File: config.mk
export PLATFORM = sky130hd
export DESIGN_NAME = aci_conv_host
export DESIGN_NICKNAME = d
export VERILOG_FILES = /design/src/include/aci_pkg.sv /design/src/include/aci_q_if.sv /design/src/rtl/aci_queue.sv /design/src/rtl/aci_sar.sv /design/src/rtl/aci_conv_host.sv
export VERILOG_INCLUDE_DIRS = /design/src /design/src/include
export SDC_FILE = /design/constraint.sdc
export NUM_CORES = 1
export LEC_CHECK = 0
export BUFFER_PORTS_ARGS = -buffer_cell sky130_fd_sc_hd__buf_2
export CORE_MARGIN = 3
export CORE_UTILIZATION = 26
export CTS_CLUSTER_DIAMETER = 120
export DETAILED_ROUTE_END_ITERATION = 8
export SETUP_SLACK_MARGIN = 0.5
export SLEW_MARGIN = 0
export SYNTH_ARGS = -nofsm -noshare
export SYNTH_HDL_FRONTEND = slang
export SYNTH_SLANG_ARGS = --single-unit
File: constraint.sdc
create_clock -name SYS_CLK -period 5.15 [get_ports SYS_CLK]
set_input_delay 0.2575 -clock SYS_CLK [delete_from_list [all_inputs] [get_ports SYS_CLK]]
set_output_delay 0.2575 -clock SYS_CLK [all_outputs]
set_load 0.02 [all_outputs]
File: src/include/aci_defines.svh
`ifndef ACI_DEFINES_SVH
`define ACI_DEFINES_SVH

// Timing figures, in their own units and as derived cycle counts
`define ACI_CLK_PERIOD_NS    10
`define ACI_START_SETUP_NS   30
`define ACI_START_SETUP_CYC  ((`ACI_START_SETUP_NS + `ACI_CLK_PERIOD_NS - 1) / `ACI_CLK_PERIOD_NS)
`define ACI_CONV_TICKS       56
`define ACI_BUSY_REL_TICK    2
`define ACI_SAR_START_TICK   1
`define ACI_SAR_FIRST_TICK   8
`define ACI_SAR_STEP_TICKS   4
`define ACI_SAR_LAST_TICK    52

// Status/control word fields
`define ACI_CTL_LEN_LSB      0
`define ACI_CTL_IRQEN_BIT    3
`define ACI_CTL_EMPTY_BIT    4
`define ACI_CTL_RANGE_BIT    5
`define ACI_CTL_CNT_LSB      8
`define ACI_CTL_LEN_RST      3'h7
`define ACI_CTL_IRQEN_RST    1'b0
`define ACI_CTL_BUSMODE_RST  1'b0

// Result word fields
`define ACI_RES_CODE_LSB     4
`define ACI_RES_OVER_BIT     3
`define ACI_RES_UNDER_BIT    2

`endif

File: src/include/aci_pkg.sv
package aci_pkg;

  typedef logic [11:0] aci_code_t;
  typedef logic [15:0] aci_word_t;

  typedef struct packed
  {
    aci_code_t code;
    logic      over;
    logic      under;
  } aci_entry_t;

  typedef enum {CV_IDLE, CV_LOW, CV_CONV} aci_conv_st_t;

endpackage : aci_pkg

File: src/include/aci_q_if.sv
`timescale 1ns/10ps
`default_nettype none

// Result queue control and view between sequencer and storage
interface aci_q_if #(
  parameter int DEPTH = 8
);
  import aci_pkg::*;
  localparam int CNT_W = $clog2(DEPTH + 1);

  logic              push;
  aci_entry_t        push_entry;
  logic              pop;
  logic              flush;
  aci_entry_t        head;
  logic [CNT_W-1:0]  count;
  logic              empty;
  logic              full;
  logic              any_oor;

  modport ctl (output push, push_entry, pop, flush, input head, count, empty, full, any_oor);
  modport store (input push, push_entry, pop, flush, output head, count, empty, full, any_oor);
endinterface : aci_q_if

`default_nettype wire

File: src/rtl/aci_queue.sv
`timescale 1ns/10ps
`default_nettype none

// Result queue held in flip-flops, with a per-word range flag summary
module aci_queue #(
  parameter int DEPTH = 8
) (
  input  wire logic clk,
  input  wire logic rst,
  aci_q_if.store    q
);
  import aci_pkg::*;
  localparam int PTR_W = $clog2(DEPTH);
  localparam int CNT_W = $clog2(DEPTH + 1);

  aci_entry_t       mem_ff [DEPTH];
  logic [PTR_W-1:0] wr_ptr_ff;
  logic [PTR_W-1:0] rd_ptr_ff;
  logic [CNT_W-1:0] cnt_ff;
  logic [DEPTH-1:0] oor_vec;

  // Wrap a pointer at the queue depth
  function automatic logic [PTR_W-1:0] ptr_inc(input logic [PTR_W-1:0] p);
    ptr_inc = (p == PTR_W'(DEPTH - 1)) ? '0 : PTR_W'(p + 1'b1);
  endfunction : ptr_inc

  // A push into a full queue is dropped so queued words stay intact
  wire do_push = q.push && !q.full;
  wire do_pop  = q.pop && !q.empty;

  assign q.head  = mem_ff[rd_ptr_ff];
  assign q.count = cnt_ff;
  assign q.empty = (cnt_ff == '0);
  assign q.full  = (cnt_ff == CNT_W'(DEPTH));

  // Index of the word n places behind the read pointer
  function automatic logic [PTR_W-1:0] ptr_add(input logic [PTR_W-1:0] p, input int n);
    ptr_add = PTR_W'((int'(p) + n) % DEPTH);
  endfunction : ptr_add

  // Out-of-range summary covers only the words that are live
  always_comb
  begin
    for (int i = 0; i < DEPTH; i++)
    begin
      oor_vec[i] = (CNT_W'(i) < cnt_ff) && (mem_ff[ptr_add(rd_ptr_ff, i)].over
                   || mem_ff[ptr_add(rd_ptr_ff, i)].under);
    end
  end
  assign q.any_oor = |oor_vec;

  always_ff @(posedge clk)
  begin
    if (rst || q.flush)
    begin
      wr_ptr_ff <= '0;
      rd_ptr_ff <= '0;
      cnt_ff    <= '0;
    end
    else
    begin
      if (do_push)
      begin
        mem_ff[wr_ptr_ff] <= q.push_entry;
        wr_ptr_ff         <= ptr_inc(wr_ptr_ff);
      end
      if (do_pop)
        rd_ptr_ff <= ptr_inc(rd_ptr_ff);
      if (do_push && !do_pop)
        cnt_ff <= CNT_W'(cnt_ff + 1'b1);
      else if (do_pop && !do_push)
        cnt_ff <= CNT_W'(cnt_ff - 1'b1);
    end
  end
endmodule : aci_queue

`default_nettype wire

File: src/rtl/aci_sar.sv
`timescale 1ns/10ps
`default_nettype none

// Successive approximation register, offset binary, MSB first
module aci_sar (
  input  wire logic             clk,
  input  wire logic             rst,
  input  wire logic             start,
  input  wire logic             step,
  input  wire logic             comp_hi,
  output aci_pkg::aci_code_t    code
);
  import aci_pkg::*;

  aci_code_t  code_ff;
  logic [3:0] bit_ff;

  wire [3:0]  nxt_bit = 4'(bit_ff - 1'b1);
  assign code = code_ff;

  // Keep the trial bit when the input sits above the trial level
  always_ff @(posedge clk)
  begin
    if (rst)
    begin
      code_ff <= 12'h000;
      bit_ff  <= 4'hb;
    end
    else if (start)
    begin
      code_ff <= 12'h800;
      bit_ff  <= 4'hb;
    end
    else if (step)
    begin
      code_ff[bit_ff] <= comp_hi;
      if (bit_ff != 4'h0)
      begin
        code_ff[nxt_bit] <= 1'b1;
        bit_ff           <= nxt_bit;
      end
    end
  end
endmodule : aci_sar

`default_nettype wire

File: src/rtl/aci_conv_host.sv
`timescale 1ns/10ps
`default_nettype none
`include "aci_defines.svh"

module aci_conv_host #(
  parameter int CLK_DIV = 8,
  parameter int DEPTH   = 8
) (
  input  wire logic              SYS_CLK,
  input  wire logic              RST,
  input  wire logic              CONVERT_START_N,
  input  wire logic              COMP_HI,
  input  wire logic              RANGE_OVER,
  input  wire logic              RANGE_UNDER,
  input  wire logic              CS_N,
  input  wire logic              REG_SEL,
  input  wire logic              RESULT_READ_STROBE_N,
  input  wire logic              CONTROL_WRITE_STROBE_N,
  input  wire aci_pkg::aci_word_t DB_IN,
  output aci_pkg::aci_word_t     DB_OUT,
  output logic                   DB_OE,
  output logic                   BUSY_N,
  output logic                   FILL_LEVEL_IRQ_N,
  output logic                   HOLD,
  output aci_pkg::aci_code_t     DAC_CODE,
  output logic                   CONV_TICK
);
  import aci_pkg::*;

  localparam int DIV_W = $clog2(CLK_DIV);
  localparam int CNT_W = $clog2(DEPTH + 1);

  // Step decode on the tick index counted from the true start edge
  function automatic logic sar_step_hit(input logic [5:0] rel);
    sar_step_hit = (rel >= 6'(`ACI_SAR_FIRST_TICK)) && (rel <= 6'(`ACI_SAR_LAST_TICK))
                   && (6'(rel - 6'(`ACI_SAR_FIRST_TICK)) % 6'(`ACI_SAR_STEP_TICKS) == 6'h00);
  endfunction : sar_step_hit

  // Offset binary to two's complement: only the sign bit flips
  function automatic aci_code_t to_twos(input aci_code_t ob);
    to_twos = {~ob[11], ob[10:0]};
  endfunction : to_twos

  aci_q_if #(.DEPTH(DEPTH)) q ();

  logic [DIV_W-1:0] div_ff;
  logic             strobe_prev_ff;
  aci_conv_st_t     st_ff;
  aci_conv_st_t     nxt_st;
  logic [5:0]       raw_ff;
  logic             defer_ff;
  logic             hold_ff;
  logic             fall_pend_ff;
  logic             busy_low_ff;
  logic             over_ff;
  logic             under_ff;
  logic [2:0]       len_ff;
  logic             irq_en_ff;
  logic             bus_mode_ff;
  logic             irq_n_ff;
  aci_word_t        db_out_ff;
  logic             rd_done_ff;
  logic             wr_done_ff;
  aci_code_t        sar_code;

  // Conversion clock is a divided tick of the host-synchronous clock
  wire tick = (div_ff == DIV_W'(CLK_DIV - 1));
  wire [DIV_W-1:0] nxt_div = tick ? '0 : DIV_W'(div_ff + 1'b1);
  assign CONV_TICK = tick;

  always_ff @(posedge SYS_CLK)
  begin
    if (RST)
      div_ff <= '0;
    else
      div_ff <= nxt_div;
  end

  // Strobe edge detection; inputs are synchronous to the clock
  wire strobe_rise = !strobe_prev_ff && CONVERT_START_N;
  wire strobe_fall = strobe_prev_ff && !CONVERT_START_N;

  // Cycles from the rise edge to the next tick edge after it; a tick that
  // coincides with the rise edge is never counted, so it needs no deferral
  wire [DIV_W:0] cyc_to_tick = tick ? (DIV_W + 1)'(CLK_DIV)
                             : (DIV_W + 1)'(CLK_DIV - 1) - {1'b0, div_ff};
  wire late_rise = cyc_to_tick < (DIV_W + 1)'(`ACI_START_SETUP_CYC);

  // Tick bookkeeping while converting
  wire [5:0] nxt_raw = 6'(raw_ff + 1'b1);
  wire [5:0] rel_now = 6'(nxt_raw - {5'h00, defer_ff});
  wire       in_conv = (st_ff == CV_CONV);
  wire [5:0] end_tick = 6'(`ACI_CONV_TICKS) + {5'h00, defer_ff};
  wire       conv_done = in_conv && tick && (nxt_raw == end_tick);
  wire       sar_start = in_conv && tick && (rel_now == 6'(`ACI_SAR_START_TICK));
  wire       sar_step = in_conv && tick && sar_step_hit(rel_now);
  wire       busy_rel = in_conv && tick && (nxt_raw == 6'(`ACI_BUSY_REL_TICK));

  // Sequencer: a new strobe during a conversion is ignored
  always_comb
  begin
    nxt_st = st_ff;
    unique case (st_ff)
      CV_IDLE:
        if (strobe_fall)
          nxt_st = CV_LOW;
      CV_LOW:
        if (strobe_rise)
          nxt_st = CV_CONV;
      CV_CONV:
        if (conv_done)
          nxt_st = CV_IDLE;
    endcase
  end

  always_ff @(posedge SYS_CLK)
  begin
    if (RST)
    begin
      st_ff          <= CV_IDLE;
      strobe_prev_ff <= 1'b1;
    end
    else
    begin
      st_ff          <= nxt_st;
      strobe_prev_ff <= CONVERT_START_N;
    end
  end

  // Tick counter and deferral latched at the strobe rise
  always_ff @(posedge SYS_CLK)
  begin
    if (RST)
    begin
      raw_ff   <= 6'h00;
      defer_ff <= 1'b0;
    end
    else if (st_ff == CV_LOW && strobe_rise)
    begin
      raw_ff   <= 6'h00;
      defer_ff <= late_rise;
    end
    else if (in_conv && tick)
      raw_ff <= nxt_raw;
  end

  // Hold from the strobe rise until the queue update; range caught at hold
  always_ff @(posedge SYS_CLK)
  begin
    if (RST)
    begin
      hold_ff  <= 1'b0;
      over_ff  <= 1'b0;
      under_ff <= 1'b0;
    end
    else if (st_ff == CV_LOW && strobe_rise)
    begin
      hold_ff  <= 1'b1;
      over_ff  <= RANGE_OVER;
      under_ff <= RANGE_UNDER;
    end
    else if (conv_done)
      hold_ff <= 1'b0;
  end
  assign HOLD = hold_ff;

  // Busy: set on the first tick after the fall, cleared two ticks after rise
  always_ff @(posedge SYS_CLK)
  begin
    if (RST)
    begin
      fall_pend_ff <= 1'b0;
      busy_low_ff  <= 1'b0;
    end
    else
    begin
      if (st_ff == CV_IDLE && strobe_fall)
        fall_pend_ff <= 1'b1;
      else if (tick)
        fall_pend_ff <= 1'b0;
      if (tick && fall_pend_ff)
        busy_low_ff <= 1'b1;
      else if (busy_rel)
        busy_low_ff <= 1'b0;
    end
  end
  assign BUSY_N = !busy_low_ff;

  aci_sar u_sar (
    .clk     (SYS_CLK),
    .rst     (RST),
    .start   (sar_start),
    .step    (sar_step),
    .comp_hi (COMP_HI),
    .code    (sar_code)
  );
  assign DAC_CODE = sar_code;

  // Host access gating: blocked while busy unless bus mode lets it through
  wire access_ok = !busy_low_ff || bus_mode_ff;
  wire rd_req = !CS_N && !RESULT_READ_STROBE_N;
  wire wr_req = !CS_N && !CONTROL_WRITE_STROBE_N;
  wire rd_act = rd_req && access_ok && !rd_done_ff;
  wire wr_act = wr_req && access_ok && !wr_done_ff;

  // Status word and result word as seen on the data bus
  wire [3:0] cnt4 = 4'(q.count);
  wire aci_word_t status_word = {4'h0, cnt4, 2'b00, q.any_oor, q.empty, irq_en_ff, len_ff};
  wire aci_word_t result_word = q.empty ? 16'h0000
                              : {to_twos(q.head.code), q.head.over, q.head.under, 2'b00};

  assign q.push       = conv_done;
  assign q.push_entry = '{code: sar_code, over: over_ff, under: under_ff};
  assign q.pop        = rd_act && !REG_SEL;
  assign q.flush      = wr_act;

  aci_queue #(.DEPTH(DEPTH)) u_queue (
    .clk (SYS_CLK),
    .rst (RST),
    .q   (q.store)
  );

  // Each strobe acts once; a blocked access waits with the strobe held low
  always_ff @(posedge SYS_CLK)
  begin
    if (RST)
    begin
      rd_done_ff <= 1'b0;
      wr_done_ff <= 1'b0;
      db_out_ff  <= 16'h0000;
    end
    else
    begin
      rd_done_ff <= rd_req && (rd_done_ff || rd_act);
      wr_done_ff <= wr_req && (wr_done_ff || wr_act);
      if (rd_act)
        db_out_ff <= REG_SEL ? status_word : result_word;
    end
  end
  assign DB_OUT = db_out_ff;
  assign DB_OE  = rd_req && access_ok && rd_done_ff;

  // Control fields; writing also empties the queue
  always_ff @(posedge SYS_CLK)
  begin
    if (RST)
    begin
      len_ff      <= `ACI_CTL_LEN_RST;
      irq_en_ff   <= `ACI_CTL_IRQEN_RST;
      bus_mode_ff <= `ACI_CTL_BUSMODE_RST;
    end
    else if (wr_act)
    begin
      len_ff      <= DB_IN[`ACI_CTL_LEN_LSB +: 3];
      irq_en_ff   <= DB_IN[`ACI_CTL_IRQEN_BIT];
      bus_mode_ff <= DB_IN[`ACI_CTL_RANGE_BIT];
    end
  end

  // Fill level: programmed field plus one words, 1 to 8
  wire [CNT_W-1:0] fill_target = CNT_W'({1'b0, len_ff} + 4'h1);
  always_ff @(posedge SYS_CLK)
  begin
    if (RST)
      irq_n_ff <= 1'b1;
    else
      irq_n_ff <= !(irq_en_ff && (q.count >= fill_target));
  end
  assign FILL_LEVEL_IRQ_N = irq_n_ff;

endmodule : aci_conv_host

`default_nettype wire

== Word-level counts from Yosys, hierarchy flattened ==
Memory sizes are Yosys's and may differ from the RTL's. A register that Yosys moved wholly into a read port is not among the register bits.
Cells that the tools add are included.

* Equal/unequal tests: 14
* Mux-type cells: 30
* Bitwise gates (word level): 2
* Reduce and logical (&&, ||, !) cells: 79
* Order comparisons: 16
* $add $sub $neg: 19

{| class="wikitable"
|+ Operator list
! cell !! number
|-
| $mux W32 || 3
|-
| $pmux W32 S3 || 1
|-
| $eq A32 B2 Y1 const B || 2
|-
| $logic_not A32 Y1 || 2
|-
| $logic_and A1 B1 Y1 || 37
|-
| $mux W12 || 3
|-
| $eq A32 B1 Y1 const B || 1
|-
| $eq A32 B3 Y1 const B || 1
|-
| $mux W16 || 2
|-
| $lt A3 B4 Y1 const A || 4
|-
| $logic_not A1 Y1 || 14
|-
| $add A3 B1 Y3 const B || 4
|-
| $add A3 B3 Y3 const B || 4
|-
| $bwmux W12 || 1
|-
| $logic_or A1 B1 Y1 || 12
|-
| $mux W3 || 4
|-
| $mux W4 || 3
|-
| $or A12 B12 Y12 || 1
|-
| $mux W1 || 11
|-
| $lt A4 B5 Y1 const B || 2
|-
| $reduce_bool A2 Y1 || 5
|-
| $eq A3 B3 Y1 const B || 3
|-
| $demux W1 S4 || 2
|-
| $ge A4 B1 Y1 const B || 2
|-
| other kinds (29) || 36
|}

* Word-level logic and storage cells: 184
* Memories: 1
* Bits in writable memories: 112
* Register bits after elaboration: 98

{| class="wikitable"
|+ Memories
! name !! words !! bits a word !! rd ports !! clocked after Yosys merged registers in !! wr ports !! line !! RTL
|-
| u_queue.mem_ff || 8 || 14 || 8 || 1 || 1 || aci_queue.sv:16 || <nowiki>aci_entry_t mem_ff [DEPTH];</nowiki>
|}

== Depth between registers and ports, before layout ==
* Word-level depth: 9
* Gate-level depth with buffers: 12
* Gate-level depth less buffers: 12

== By module ==
Synthesis repeated with hierarchy kept, for this count alone.

* Cell total of the unflattened synthesis: 665
* Area, all modules: 8484.4 µm²

{| class="wikitable"
|+ By module, submodules not included
! module !! area each (µm²) !! cells each !! times used
|-
| aci_queue || 5281.3 || 291 || 1
|-
| aci_conv_host || 2140.8 || 252 || 1
|-
| aci_sar || 1062.3 || 122 || 1
|}

== Worst setup path after synthesis ==
OpenSTA, ideal clock, no wires.

* Kind: register to register
* From: register raw_ff[0]
* To: memory u_queue.mem_ff[1][0] (netlist name) (enable)
* Stages on the path, launching flop included: 10
* Period minus slack after synthesis: 3451 ps
* Setup time: 403 ps
* Arrival time: 3048 ps
* Slack: 1699 ps
* Cells stage by stage: dfxtp_1 ha_1 buf_2 a21oi_1 a311o_1 nor2_1 nand4_1 a31oi_2 nand3_1 nor3_1

* Cells in the longest elaborated chain, start to end: 7

{| class="wikitable"
|+ Ends and longest elaborated chain
! element !! line !! RTL
|-
| from (decl) || aci_conv_host.sv:50 || <nowiki>logic [5:0] raw_ff;</nowiki>
|-
| from (signal assigned) || aci_conv_host.sv:144 || <nowiki>raw_ff <= nxt_raw;</nowiki>
|-
| $add A6 B1 Y6 || aci_conv_host.sv:90 || <nowiki>wire [5:0] nxt_raw = 6'(raw_ff + 1'b1);</nowiki>
|-
| $eq A6 B6 Y1 || aci_conv_host.sv:94 || <nowiki>wire conv_done = in_conv && tick && (nxt_raw == end_tick);</nowiki>
|-
| $logic_and A1 B1 Y1 || aci_conv_host.sv:94 ||
|-
| $logic_and A1 B1 Y1 || aci_queue.sv:28 || <nowiki>wire do_push = q.push && !q.full;</nowiki>
|-
| named net u_queue.do_push || aci_queue.sv:28 ||
|-
| $mux W1 || aci_queue.sv:62 || <nowiki>if (do_push)</nowiki>
|-
| $mux W1 || aci_queue.sv:54 || <nowiki>if (rst || q.flush)</nowiki>
|-
| $mux W1 (not written as such) || aci_queue.sv:64 || <nowiki>mem_ff[wr_ptr_ff] <= q.push_entry;</nowiki>
|-
| to (decl) || aci_queue.sv:16 ||
|}

The timed path passes the listed nets, and every way through them passes these cells.

== Worst setup path in the final report ==
* From: register raw_ff[0]
* To: memory u_queue.mem_ff[2][4] (netlist name) (enable)

Same word-level chain as after synthesis.

==> results_dict.tcl <==
set metrics [dict create \
    max_slew_margin_pct 33.6 \
    postSynthCellCount 697 \
    die_w_um 187 \
    fin_setup_tns_ns 0 \
    slowest_stage "nor2_1" \
    setup_viol 0 \
    yosys_warnings 0 \
    drc_errors 0 \
    cp_cell_sequence "ha_1, a21oi_1, a311o_1, nor2_1, nand4_1, a31oi_2, nand3b_1, nor2_1, buf_4" \
    antenna_found_initial 1 \
    power_frac_comb_pct 3.0 \
    status "finished, final reports clean" \
    p_total_mw 2.92 \
    ant_nets 0 \
    critPathLaunch "raw_ff[0]$_SDFFE_PP0P_" \
    drt_iter0_markers 435 \
    grt_use_total_pct 11.2 \
    overflow 0 \
    power_density_nw_per_um2 296 \
    cpMostUsedCell "nor2_1" \
    crit_required_ns 5.29 \
    coreArea_um2 32000 \
    hold_start "RESULT_READ_STROBE_N" \
    async_flop_share_pct 0 \
    p_int_mw 2.24 \
    startpoint_type "register" \
    initial_core_util_pct 26.7 \
    worstSetupPathType "reg -> reg" \
    grt_max_degree 42 \
    ios 59 \
    ir_drop_v 0.000232 \
    clk_latency_ns 0.44 \
    post-cts-setup-buffers 0 \
    path_clk_slew_ns 0.07 \
    crit_buf_inv 1 \
    p_leak_nw 3.53 \
    drive_above_1_share_pct 19.2 \
    cts.repair.resized 0 \
    timing.final.ws_setup_ns 1.36 \
    nets 799 \
    cts_buffers 17 \
    critical-path-top-delay-family "simple AND/OR/NAND/NOR gates" \
    worstReg2RegEnd "u_queue.mem_ff[2][4]$_DFFE_PP_" \
    cts_tree "built" \
    power_frac_clock_pct 43.7 \
    wl_per_cell_um 16.2 \
    cap_viol_max_count 0 \
    cts_root_buf "clkbuf_16" \
    gp_congestion 0.784 \
    finalWirelength_um 19300 \
    die_y_um 187 \
    portBuffers 47 \
    worst_hold_path.endpoint "rd_done_ff$_SDFF_PP0_" \
    dieArea_um2 35100 \
    syn_area_per_cell_um2 12.3 \
    synth_nets 753 \
    final_cell_mix "edfxtp_1 (112), nor2_1 (90), dfxtp_1 (69)" \
    rsz0062_at_grt "no" \
    cts_sinks 183 \
    cp-end-kind "register" \
    grt_first_pass_wirelength_um 31200 \
    clock.fmax_mhz 264 \
    synth_cell_types 63 \
    path_max_fanout 11 \
    hp-class "in -> reg" \
    reg2reg_slack_ns 1.36 \
    clock_skew_ns 0.0155 \
    hold_depth 2 \
    fin_crit_sh_pct 73.6 \
    syn_to_final_growth_pct 15.4 \
    syn-cell-area_um2 8550 \
    pwr-share-seq_pct 53.4 \
    grt_pass1_vias 5494 \
    first_pass_iters 5 \
    switchingPower_mw 0.680 \
    cpPeakStageDelay_ns 0.68 \
    clockBufferDepth 2 \
    reg2reg_depth 9 \
    dr_total_vias 5555 \
    synth_top_flop_cell "edfxtp_1" \
    vias_per_cell 4.66 \
    arrival_ns 3.93 \
    place_hpwl_um 13100 \
    timing.rr.start "raw_ff[0]$_SDFFE_PP0P_" \
    rows 65 \
    synth-edff-count 112 \
    ys_ff_latch 183 \
    fillers 3232 \
    diodes 0 \
    synth_seq_area_share_pct 56.0 \
    swShare_pct 23.3 \
    worst_pin_slew_ns 0.994 \
    final_common_cell "edfxtp_1" \
    h-tree-depth 4 \
    slew_viol_final 0 \
    dpl_worst_slack_ns 1.33 \
    fin_crit_ns 3.79 \
    final_hold_viol_count 0 \
]
[area by class of cell]
cell class	instances	area, um^2	share of cell area (%)
Sequential cell	183	4790	48.5
Multi-Input combinational cell	453	3510	35.6
Tap cell	435	544	5.52
Clock buffer	19	443	4.49
Timing Repair Buffer	61	343	3.48
Clock inverter	13	130	1.32
Inverter	27	101	1.03
[cell families after synthesis]
family / Yosys count / synth area share [%]
xor gates and xnor gates: 19 / 1.95
adders and majority gates: 30 / 4.39
buffers and inverters: 61 / 3.04
muxes: 74 / 13.5
AOI/OAI and AO/OA: 109 / 8.45
DFF: 183 / 56.0
and+or+nand+nor: 221 / 12.7
[power by group through the flow]
stage / Combinational [mW] / Sequential [mW] / Clock, mW
after floorplan: 0.0552 / 1.59 / 0
after global routing: 0.0984 / 1.56 / 1.36
after detailed placement: 0.0875 / 1.59 / 0
after CTS: 0.0886 / 1.56 / 1.30
final: 0.0864 / 1.56 / 1.28
after global placement: 0.0856 / 1.59 / 0
[flip-flops by register name, summed over array words and instances (netlist names), 2 cells and up, named ones only]
| name | cells |
|---|---|
| DB_OUT | 16 |
| div_ff | 3 |
| len_ff | 3 |
| raw_ff | 6 |
| st_ff | 2 |
| u_queue.mem_ff | 112 |
| u_queue.q.count | 4 |
| u_queue.rd_ptr_ff | 3 |
| u_queue.wr_ptr_ff | 3 |
| u_sar.bit_ff | 4 |
| u_sar.code | 12 |
[worst max path at each step]
stage / end / slack [ns] / cells after the start
6_report: u_queue.mem_ff[2][4]$_DFFE_PP_ / 1.36 / 9
5_1_grt: u_queue.mem_ff[3][7]$_DFFE_PP_ / 1.02 / 9
4_1_cts: u_queue.mem_ff[2][7]$_DFFE_PP_ / 1.31 / 9
3_5_place_dp: u_queue.mem_ff[2][4]$_DFFE_PP_ / 1.33 / 9
3_3_place_gp: u_queue.mem_ff[2][4]$_DFFE_PP_ / 1.37 / 9
2_1_floorplan: u_queue.mem_ff[1][0]$_DFFE_PP_ / 1.70 / 9
[what timing repair did]
item                       4_1_cts  5_1_grt
setup endpoints to repair        0        0
hold endpoints to repair         1        0
hold buffers                     1        0
[synth_stat cells, types with 2 or more instances]
library cell / count / area, um^2
o21ai_1: 3 / 15.0
ha_1: 30 / 375
nor2_1: 90 / 338
a2bb2oi_1: 2 / 17.5
a21oi_1: 43 / 215
mux4_2: 32 / 721
a311oi_1: 3 / 26.3
xor2_1: 7 / 61.3
a211oi_1: 6 / 45.0
or2_2: 2 / 12.5
clkbuf_1: 18 / 67.6
a211o_1: 5 / 43.8
nand2b_1: 11 / 68.8
nand4_1: 4 / 25.0
o21ai_0: 14 / 70.1
nor3_1: 28 / 140
a221oi_1: 5 / 43.8
nand3_1: 10 / 50.1
nor4_1: 5 / 31.3
xnor2_1: 12 / 105
o22ai_1: 3 / 18.8
or3_1: 5 / 31.3
mux2_2: 8 / 90.1
buf_1: 5 / 18.8
a22oi_1: 3 / 22.5
a41oi_1: 4 / 35.0
a31oi_1: 4 / 25.0
buf_2: 9 / 45.0
or4_1: 3 / 22.5
edfxtp_1: 112 / 3360
mux2i_1: 34 / 340
and2_1: 7 / 43.8
nor2b_1: 3 / 18.8
nand2_1: 31 / 116
dfxtp_1: 71 / 1420
nor3b_1: 6 / 45.0
a21o_1: 2 / 15.0
nand3b_1: 6 / 45.0
inv_1: 27 / 101
[routing by layer]
| layer | track usage (%) | share of wire (%) | routed length [um] | vias to the layer above |
|---|---|---|---|---|
| li1 | - | - | - | 2705 |
| met1 | 15.7 | 49 | 9400 | 2720 |
| met2 | 17.6 | 46 | 8940 | 112 |
| met3 | 2.60 | 4.2 | 806 | 16 |
| met4 | 2.70 | 0.99 | 192 | 2 |
| met5 | 0 | 0.036 | 7 | - |
[stage by stage]
step / area (um^2) / util [%] / hold WS [ns] / cells
after floorplan: 8550 / - / 0.336 / 697
after global placement: 9280 / 29.0 / 0.438 / 1158
after detailed placement: 9280 / 29.0 / 0.445 / 1158
after CTS: 9860 / 30.9 / 0.00929 / 1191
after global routing: 9860 / 30.9 / 0.0219 / 1191
final: 9860 / 30.9 / 0.0299 / 1191
(Power assumes the default switching activity.)
